==> config.mk <==
export PLATFORM = sky130hd
export DESIGN_NAME = famsr_regs
export DESIGN_NICKNAME = d
export VERILOG_FILES = /design/src/hdl/famsr_pkg.sv /design/src/hdl/famsr_regs.sv /design/src/hdl/famsr_sync.sv
export SDC_FILE = /design/constraint.sdc
export NUM_CORES = 1
export LEC_CHECK = 0
export ABC_AREA = 1
export BUFFER_PORTS_ARGS = -buffer_cell sky130_fd_sc_hd__buf_2
export CORE_MARGIN = 2
export CORE_UTILIZATION = 30
export DETAILED_ROUTE_END_ITERATION = 8
export GPL_TIMING_DRIVEN = 0
export SLEW_MARGIN = 20
export SYNTH_ARGS = -nofsm -noshare
export SYNTH_HDL_FRONTEND = slang
export SYNTH_SLANG_ARGS = --single-unit
==> constraint.sdc <==
create_clock -name sys_clk_i -period 0.83 [get_ports sys_clk_i]
set_input_delay 0.166 -clock sys_clk_i [delete_from_list [all_inputs] [get_ports sys_clk_i]]
set_output_delay 0.166 -clock sys_clk_i [all_outputs]
set_load 0.02 [all_outputs]
==> src/hdl/famsr_pkg.sv <==
// Package with command codes, field positions and reset values of the mask and status bytes.
package famsr_pkg;

    // ------------------------------------------------------------------
    // Command codes
    // ------------------------------------------------------------------
    localparam logic [7:0] CMD_STATUS_WORD = 8'hF8;  // Low byte of the status word.
    localparam logic [7:0] CMD_ALERT_MASK = 8'hF9;   // Alert mask byte.
    localparam logic [7:0] CMD_FAULT_MASK = 8'hFA;   // Fault mask byte.
    localparam logic [7:0] CMD_GEN_STATUS = 8'hFB;   // General status byte.
    localparam logic [7:0] CMD_PHASE_STATUS = 8'hFC; // Phase status byte.

    // ------------------------------------------------------------------
    // Reset values and writable bits
    // ------------------------------------------------------------------
    localparam logic [7:0] ALERT_MASK_RST = 8'h00;   // Alert mask after reset.
    localparam logic [7:0] FAULT_MASK_RST = 8'h00;   // Fault mask after reset.
    localparam logic [7:0] ALERT_MASK_WR = 8'h0D;    // Implemented bits of the alert mask.
    localparam logic [7:0] FAULT_MASK_WR = 8'hCD;    // Implemented bits of the fault mask.

    // ------------------------------------------------------------------
    // Mask byte fields
    // ------------------------------------------------------------------
    localparam int unsigned MASK_OVOLT_BIT = 7;      // Output voltage group.
    localparam int unsigned MASK_OCURR_BIT = 6;      // Output current group.
    localparam int unsigned MASK_CMEM_BIT = 3;       // Communication, memory and logic group.
    localparam int unsigned MASK_AUXV_BIT = 2;       // Auxiliary voltage monitor limits.
    localparam int unsigned MASK_OPWR_BIT = 0;       // Output power limit.

    // ------------------------------------------------------------------
    // Status byte fields
    // ------------------------------------------------------------------
    localparam int unsigned GEN_FAULT_BIT = 7;       // Fault indication.
    localparam int unsigned GEN_ALERT_BIT = 6;       // Alert indication.
    localparam int unsigned GEN_READY_BIT = 4;       // Device ready.
    localparam int unsigned PH_FOURTH_BIT = 5;       // Fourth phase enabled.
    localparam int unsigned PH_THIRD_BIT = 4;        // Third phase enabled.
    localparam int unsigned PH_SECOND_BIT = 3;       // Second phase enabled.
    localparam int unsigned PH_PSAVE_BIT = 2;        // Power save request asserted.
    localparam int unsigned SW_PGOOD_BIT = 3;        // Power good in the status word.

    // ------------------------------------------------------------------
    // Positions of the input pins in the synchroniser vector
    // ------------------------------------------------------------------
    localparam int unsigned SRC_OVOLT = 0;
    localparam int unsigned SRC_OCURR = 1;
    localparam int unsigned SRC_CMEM = 2;
    localparam int unsigned SRC_AUXV = 3;
    localparam int unsigned SRC_OPWR = 4;
    localparam int unsigned SRC_PGOOD = 5;
    localparam int unsigned SRC_READY = 6;
    localparam int unsigned SRC_PH2 = 7;
    localparam int unsigned SRC_PH3 = 8;
    localparam int unsigned SRC_PH4 = 9;
    localparam int unsigned SRC_PSAVE_N = 10;
    localparam int unsigned SRC_COUNT = 11;

    // Level the power save pin shows while idle, so its synchroniser starts deasserted.
    localparam logic [10:0] SRC_RST = 11'h400;

endpackage : famsr_pkg

==> src/hdl/famsr_regs.sv <==
// Fault and alert mask bytes, general and phase status bytes, and the fault and alert outputs.
//
// How it works
// - alert mask bit 3 blocks comm/memory/logic alerts
// - mask bit 2 blocks auxiliary voltage limit alerts
// - alert mask bit 0 blocks output power alerts
// - fault mask read/write, resets zero, bit 7
// - fault mask bit 6 blocks output current faults
// - fault mask bit 3 blocks comm/memory/logic faults
// - fault mask bit 0 blocks output power faults
// - power good reported at status word bit 3
// - phase status bit 5 shows fourth phase
// - phase status bit 4 shows third phase
// - phase status bit 3 shows second phase
// - phase status bit 2 shows power save
`timescale 1ns/100ps

module famsr_regs (
    // Clock and reset
    input wire logic sys_clk_i,
    input wire logic srst_i,
    // Command port from the serial management interface
    input wire logic cmd_valid_i,
    input wire logic cmd_write_i,
    input wire logic [7:0] cmd_code_i,
    input wire logic [7:0] cmd_wdata_i,
    // Command answer
    output logic rsp_valid_o,
    output logic [7:0] rsp_rdata_o,
    output logic rsp_err_o,
    // Monitored conditions from the regulator
    input wire logic output_voltage_flag_i,
    input wire logic output_current_flag_i,
    input wire logic comm_memory_logic_status_i,
    input wire logic aux_voltage_monitor_flag_i,
    input wire logic output_power_flag_i,
    input wire logic power_good_i,
    input wire logic ready_i,
    // Phase configuration and power save pin
    input wire logic phase2_en_i,
    input wire logic phase3_en_i,
    input wire logic phase4_en_i,
    input wire logic power_save_request_n_i,
    // Indications
    output logic fault_o,
    output logic alert_o
);

    // ------------------------------------------------------------------
    // Input synchronisation
    // ------------------------------------------------------------------
    logic [famsr_pkg::SRC_COUNT-1:0] pins_raw; // Pins gathered into one vector.
    logic [famsr_pkg::SRC_COUNT-1:0] pins_s;   // Settled pin levels.

    assign pins_raw[famsr_pkg::SRC_OVOLT] = output_voltage_flag_i;
    assign pins_raw[famsr_pkg::SRC_OCURR] = output_current_flag_i;
    assign pins_raw[famsr_pkg::SRC_CMEM] = comm_memory_logic_status_i;
    assign pins_raw[famsr_pkg::SRC_AUXV] = aux_voltage_monitor_flag_i;
    assign pins_raw[famsr_pkg::SRC_OPWR] = output_power_flag_i;
    assign pins_raw[famsr_pkg::SRC_PGOOD] = power_good_i;
    assign pins_raw[famsr_pkg::SRC_READY] = ready_i;
    assign pins_raw[famsr_pkg::SRC_PH2] = phase2_en_i;
    assign pins_raw[famsr_pkg::SRC_PH3] = phase3_en_i;
    assign pins_raw[famsr_pkg::SRC_PH4] = phase4_en_i;
    assign pins_raw[famsr_pkg::SRC_PSAVE_N] = power_save_request_n_i;

    // All pins come from the analog side, so every one passes the synchroniser.
    famsr_sync #(
        .WIDTH(famsr_pkg::SRC_COUNT),
        .RST_VAL(famsr_pkg::SRC_RST)
    ) u_sync (
        .sys_clk_i(sys_clk_i),
        .srst_i(srst_i),
        .async_i(pins_raw),
        .sync_o(pins_s)
    );

    // Named views of the settled levels.
    logic ovolt_s;     // Output voltage group flag.
    logic ocurr_s;     // Output current group flag.
    logic cmem_s;      // Communication, memory and logic group flag.
    logic auxv_s;      // Auxiliary voltage outside its limits.
    logic opwr_s;      // Output power over its limit.
    logic pgood_s;     // Power good.
    logic ready_s;     // Device ready.
    logic psave_s;     // Power save request asserted, active high here.

    assign ovolt_s = pins_s[famsr_pkg::SRC_OVOLT];
    assign ocurr_s = pins_s[famsr_pkg::SRC_OCURR];
    assign cmem_s = pins_s[famsr_pkg::SRC_CMEM];
    assign auxv_s = pins_s[famsr_pkg::SRC_AUXV];
    assign opwr_s = pins_s[famsr_pkg::SRC_OPWR];
    assign pgood_s = pins_s[famsr_pkg::SRC_PGOOD];
    assign ready_s = pins_s[famsr_pkg::SRC_READY];
    assign psave_s = ~pins_s[famsr_pkg::SRC_PSAVE_N];

    // ------------------------------------------------------------------
    // Mask registers
    // ------------------------------------------------------------------
    logic [7:0] alert_mask_ff; // Alert mask byte.
    logic [7:0] fault_mask_ff; // Fault mask byte.
    logic wr_alert;            // Write to the alert mask this cycle.
    logic wr_fault;            // Write to the fault mask this cycle.

    assign wr_alert = cmd_valid_i && cmd_write_i && (cmd_code_i == famsr_pkg::CMD_ALERT_MASK);
    assign wr_fault = cmd_valid_i && cmd_write_i && (cmd_code_i == famsr_pkg::CMD_FAULT_MASK);

    // Alert mask: only implemented bits take the written value.
    always_ff @(posedge sys_clk_i)
    begin
        if (srst_i)
        begin
            alert_mask_ff <= famsr_pkg::ALERT_MASK_RST;
        end
        else if (wr_alert)
        begin
            alert_mask_ff <= cmd_wdata_i & famsr_pkg::ALERT_MASK_WR;
        end
    end

    // Fault mask: read/write byte that clears on reset.
    always_ff @(posedge sys_clk_i)
    begin
        if (srst_i)
        begin
            fault_mask_ff <= famsr_pkg::FAULT_MASK_RST;
        end
        else if (wr_fault)
        begin
            fault_mask_ff <= cmd_wdata_i & famsr_pkg::FAULT_MASK_WR;
        end
    end

    // ------------------------------------------------------------------
    // Fault and alert generation
    // ------------------------------------------------------------------
    logic nxt_fault; // Fault from unmasked sources.
    logic nxt_alert; // Alert from unmasked sources.
    logic auxv_masked; // Either mask byte silences the voltage monitor.

    assign auxv_masked = alert_mask_ff[famsr_pkg::MASK_AUXV_BIT] | fault_mask_ff[famsr_pkg::MASK_AUXV_BIT];

    // Combine each source group with its mask bit.
    always_comb
    begin
        nxt_fault = (ovolt_s & ~fault_mask_ff[famsr_pkg::MASK_OVOLT_BIT])
                  | (ocurr_s & ~fault_mask_ff[famsr_pkg::MASK_OCURR_BIT])
                  | (cmem_s & ~fault_mask_ff[famsr_pkg::MASK_CMEM_BIT])
                  | (opwr_s & ~fault_mask_ff[famsr_pkg::MASK_OPWR_BIT]);
        nxt_alert = (cmem_s & ~alert_mask_ff[famsr_pkg::MASK_CMEM_BIT])
                  | (auxv_s & ~auxv_masked)
                  | (opwr_s & ~alert_mask_ff[famsr_pkg::MASK_OPWR_BIT]);
    end

    // Register the indications so the outputs come from flip-flops.
    always_ff @(posedge sys_clk_i)
    begin
        if (srst_i)
        begin
            fault_o <= 1'b0;
            alert_o <= 1'b0;
        end
        else
        begin
            fault_o <= nxt_fault;
            alert_o <= nxt_alert;
        end
    end

    // ------------------------------------------------------------------
    // Status bytes
    // ------------------------------------------------------------------
    logic [7:0] gen_status;   // General status byte.
    logic [7:0] phase_status; // Phase status byte.
    logic [7:0] status_word;  // Low byte of the status word.

    // Assemble the read-only bytes; unlisted bits stay zero.
    always_comb
    begin
        gen_status = 8'h00;
        gen_status[famsr_pkg::GEN_FAULT_BIT] = fault_o;
        gen_status[famsr_pkg::GEN_ALERT_BIT] = alert_o;
        gen_status[famsr_pkg::GEN_READY_BIT] = ready_s;
        phase_status = 8'h00;
        phase_status[famsr_pkg::PH_FOURTH_BIT] = pins_s[famsr_pkg::SRC_PH4];
        phase_status[famsr_pkg::PH_THIRD_BIT] = pins_s[famsr_pkg::SRC_PH3];
        phase_status[famsr_pkg::PH_SECOND_BIT] = pins_s[famsr_pkg::SRC_PH2];
        phase_status[famsr_pkg::PH_PSAVE_BIT] = psave_s;
        status_word = 8'h00;
        status_word[famsr_pkg::SW_PGOOD_BIT] = pgood_s;
    end

    // ------------------------------------------------------------------
    // Command answer
    // ------------------------------------------------------------------
    // Every command is answered one cycle later; unknown codes and writes to
    // read-only bytes are flagged and change nothing.
    always_ff @(posedge sys_clk_i)
    begin
        if (srst_i)
        begin
            rsp_valid_o <= 1'b0;
            rsp_rdata_o <= 8'h00;
            rsp_err_o <= 1'b0;
        end
        else
        begin
            rsp_valid_o <= cmd_valid_i;
            rsp_err_o <= 1'b0;
            rsp_rdata_o <= 8'h00;
            if (!cmd_valid_i)
            begin
                rsp_err_o <= 1'b0;
            end
            else if (cmd_write_i)
            begin
                rsp_err_o <= !(wr_alert || wr_fault);
            end
            else if (cmd_code_i == famsr_pkg::CMD_ALERT_MASK)
            begin
                rsp_rdata_o <= alert_mask_ff;
            end
            else if (cmd_code_i == famsr_pkg::CMD_FAULT_MASK)
            begin
                rsp_rdata_o <= fault_mask_ff;
            end
            else if (cmd_code_i == famsr_pkg::CMD_GEN_STATUS)
            begin
                rsp_rdata_o <= gen_status;
            end
            else if (cmd_code_i == famsr_pkg::CMD_PHASE_STATUS)
            begin
                rsp_rdata_o <= phase_status;
            end
            else if (cmd_code_i == famsr_pkg::CMD_STATUS_WORD)
            begin
                rsp_rdata_o <= status_word;
            end
            else
            begin
                rsp_err_o <= 1'b1;
            end
        end
    end

    logic rd_valid; // Read command this cycle.
    assign rd_valid = cmd_valid_i && !cmd_write_i;
endmodule : famsr_regs

==> src/hdl/famsr_sync.sv <==
// Three-stage input synchroniser that accepts a change once stages two and three agree.
`timescale 1ns/100ps

module famsr_sync #(
    parameter int unsigned WIDTH = 1,
    parameter logic [WIDTH-1:0] RST_VAL = '0
) (
    // Clock and reset
    input wire logic sys_clk_i,
    input wire logic srst_i,
    // Asynchronous levels in
    input wire logic [WIDTH-1:0] async_i,
    // Settled levels out
    output logic [WIDTH-1:0] sync_o
);

    // ------------------------------------------------------------------
    // Stages
    // ------------------------------------------------------------------
    logic [WIDTH-1:0] stage1_ff; // First stage, read only by the second.
    logic [WIDTH-1:0] stage2_ff; // Second stage.
    logic [WIDTH-1:0] stage3_ff; // Third stage.
    logic [WIDTH-1:0] settled_ff; // Accepted level.

    // Shift the pins through the three stages.
    always_ff @(posedge sys_clk_i)
    begin
        if (srst_i)
        begin
            stage1_ff <= RST_VAL;
            stage2_ff <= RST_VAL;
            stage3_ff <= RST_VAL;
        end
        else
        begin
            stage1_ff <= async_i;
            stage2_ff <= stage1_ff;
            stage3_ff <= stage2_ff;
        end
    end

    // Each bit is accepted only when the last two stages agree.
    genvar gi;
    generate
        for (gi = 0; gi < WIDTH; gi++)
        begin : g_bit
            always_ff @(posedge sys_clk_i)
            begin
                if (srst_i)
                begin
                    settled_ff[gi] <= RST_VAL[gi];
                end
                else if (stage2_ff[gi] == stage3_ff[gi])
                begin
                    settled_ff[gi] <= stage3_ff[gi];
                end
            end
        end
    endgenerate

    assign sync_o = settled_ff;

endmodule : famsr_sync

==> run_results.csv <==
group,metric,value,unit
run_status,status,"finished, violations left",
run_status,violations,"setup timing",
timing,rsz0062_at_grt,"true",
layout,layout-drive-gt1-share,27.8,%
grt,grt-ovfl-total,0,
power_and_ir_drop,power_density,2000,mW/mm^2
timing,setup_viol,11,
cts,cts-root-to-sink-buffers,2,
route,drt_first_pass_iters,4,
floorplan,ios,43,
route,ant_nets,0,
floorplan,fp.coreArea,0.00729,sq mm
route,vias_per_cell,4.13,
critical_path,crit_slowest_cell,"dfxtp_2",
place,hpwl,3160,um
cts,cts-root-buf,"clkbuf_8",
place,routabilityCongestion,0.897,
layout,final_cells,433,
grt,antenna_found_initial,0,
synthesis,synth_top_area_share,55.7,%
power_and_ir_drop,p_int,4.39,mW
floorplan,die_h,90.9,um
power_and_ir_drop,p_comb_share,5.9,%
synthesis,synth_nets,312,
place,io_buffers,37,
critical_path,cp_top_family,"flip-flops",
layout,antennaDiodeCount,0,
route,wire_per_inst,9.99,um
timing,finalSetupTns,-1.20,ns
critical_path,criticalPathCategory,"reg2out",
timing,post-route-min-period,0.964,ns
synthesis,synth_largest_area_cell,"dfxtp_1",
layout,area_delta_synth_final,27.8,%
timing,hold_viol_final,0,
grt,grt_pass1_wl,7270,um
timing,setup_ws,-0.134,ns
critical_path,path_buf_inv,1,
grt,grtUsageTotal,11.3,%
layout,final_cell_mix,"nor2_1, dfxtp_1, inv_1, nand2_1, buf_2",
synthesis,netlist_top_cells_area,"dfxtp_1, nor2_1, inv_1",
timing,period_share,116,%
floorplan,die_area,0.00826,sq mm
power_and_ir_drop,p_leak,1.27,nW
synthesis,ys_ff_latch,63,
grt,grt_pass1_vias,1627,
power_and_ir_drop,p_sw_share,24.2,%
cts,cts_buffers,9,
layout,nets,360,
power_and_ir_drop,clkPwrFrac,40.2,%
floorplan,start_util,31.1,%
cts,cts_tree,"yes",
synthesis,netlist_area,0.00226,sq mm
layout,final_common_cell,"nor2_1",
critical_path,worstPathArrival,0.80,ns
power_and_ir_drop,max-vdd-ir-drop,0.965,mV
critical_path,critPathMaxFanout,2,
critical_path,worstPathRequired,0.66,ns
critical_path,end_kind,"primary output",
route,drc_errors,0,
floorplan,core.rowCount,31,
min_path,hold_path.class,"in2reg",
cts,clock_latency,0.34,ns
critical_path,path_cells,"buf_6",
critical_path,critPathLaunchType,"flip-flop",
grt,grt_start_max_net_pins,12,
place,dp_cells,417,
synthesis,ys_warn_count,0,
power_and_ir_drop,p_switching,1.40,mW
synthesis,syn_inst,281,
cts,holdBufCountCts,0,
critical_path,reg2reg_slack,0.07,ns
route,via_count,1788,
route,wl,4330,um
synthesis,yosysUniqueCellTypes,27,
synthesis,syn_avg_cell_area,8.06,sq um
timing,finalMaxSlewViolations,0,
power_and_ir_drop,seq_power_share,53.9,%
synthesis,seq_area_frac_synth,55.7,%
cts,cts_sinks,63,
timing,fmax,1040,MHz
cts,clk_pin_slew_worst_paths,0.07,ns
synthesis,synth-async-reset-ratio,0,%
route,drt-initial-drc-count,41,
floorplan,fp.dieW,90.9,um
cts,htree_levels,3,
timing,skew,0.00652,ns
synthesis,synth_ff_type,"dfxtp_1",
run,drv_cap,0,
critical_path,slowest_delay,0.35,ns
synthesis,synth_edf_count,0,
cell type report:
class,instances,area [sq um]
Fill cell,780,4400
Sequential cell,63,1270
Multi-Input combinational cell,158,802
Timing Repair Buffer,37,254
Inverter,51,198
Clock buffer,11,141
Tap cell,99,124
Buffer,9,67.6
Clock inverter,5,33.8
repair_timing:
| item | 4_1_cts | 5_1_grt |
|---|---|---|
| endpoints found under the setup margin | 11 | 14 |
| resized for setup | 33 | 2 |
| setup buffers | 0 | 0 |
| pin swaps | 0 | 2 |
per-layer routing:
layer / up-vias / global-route usage (%) / routed length [um]
met5: - / 0 / 0
met4: 0 / 6.06 / 132
met3: 14 / 4.67 / 320
met2: 54 / 17.6 / 1830
met1: 766 / 13.1 / 2040
li1: 954 / - / -
Yosys cell counts, drive strengths merged (2+ instances only):
master and instances:
nand3 13, dfxtp 63, nand4 8, a21oi 17, inv 50, nand2 40, a211oi 3, nor2 59
clkbuf 3, or2 3, o21ai 10, buf 6, a31oi 2
kinds of logic after synthesis:
kind of cell / Yosys count / synth area share, %
DFF: 63 / 55.7
buffers and inverters: 60 / 10.9
and+or+nand+nor: 124 / 25.5
AOI/OAI and AO/OA: 33 / 7.79
other: 1 / 0.166
flip-flops by register name, summed over array words and instances (netlist names):
name and count:
alert_o 1, u_sync.sync_o 11, alert_mask_ff 3, rsp_err_o 1
u_sync.stage3_ff 11, rsp_rdata_o 7, fault_o 1, rsp_valid_o 1
u_sync.stage1_ff 11, fault_mask_ff 5, u_sync.stage2_ff 11
worst register-to-register path: stages, from the launching register on:
cell	delay [ns]
dfxtp_1	0.33
inv_1	0.06
o22ai_1	0.14
inv_1	0.05
a31oi_1	0.12
power by group through the flow:
stage | sequential [mW] | combinational, mW | clock [mW]
global placement | 3.19 | 0.329 | 0
CTS | 3.12 | 0.343 | 2.38
floorplan | 3.19 | 0.205 | 0
finish | 3.12 | 0.342 | 2.33
global route | 3.13 | 0.385 | 2.52
detailed placement | 3.19 | 0.335 | 0
stage by stage:
| step | total power, mW | instance area [sq um] | hold WS, ns | utilization [%] | worst slack (ns) |
|---|---|---|---|---|---|
| final | 5.79 | 2900 | 0.0139 | 39.7 | -0.134 |
| after global routing | 6.03 | 2900 | 0.0156 | 39.7 | -0.166 |
| after CTS | 5.85 | 2890 | 0.00544 | 39.6 | -0.153 |
| after detailed placement | 3.53 | 2630 | 0.361 | 36.1 | -0.307 |
| after global placement | 3.52 | 2630 | 0.362 | 36.1 | -0.292 |
| after floorplan | 3.40 | 2320 | 0.270 | - | -0.0328 |
worst paths after layout:
path / cells after the start / startpoint / end
worst min register to register: 2 / u_sync.stage1_ff[5] / u_sync.stage2_ff[5]
worst min-delay path: 2 / power_save_request_n_i / u_sync.stage1_ff[10]
worst max register to register: 4 / u_sync.sync_o[0] / fault_o
worst max-delay path: 1 / alert_o / alert_o
(Power assumes the default switching activity.)
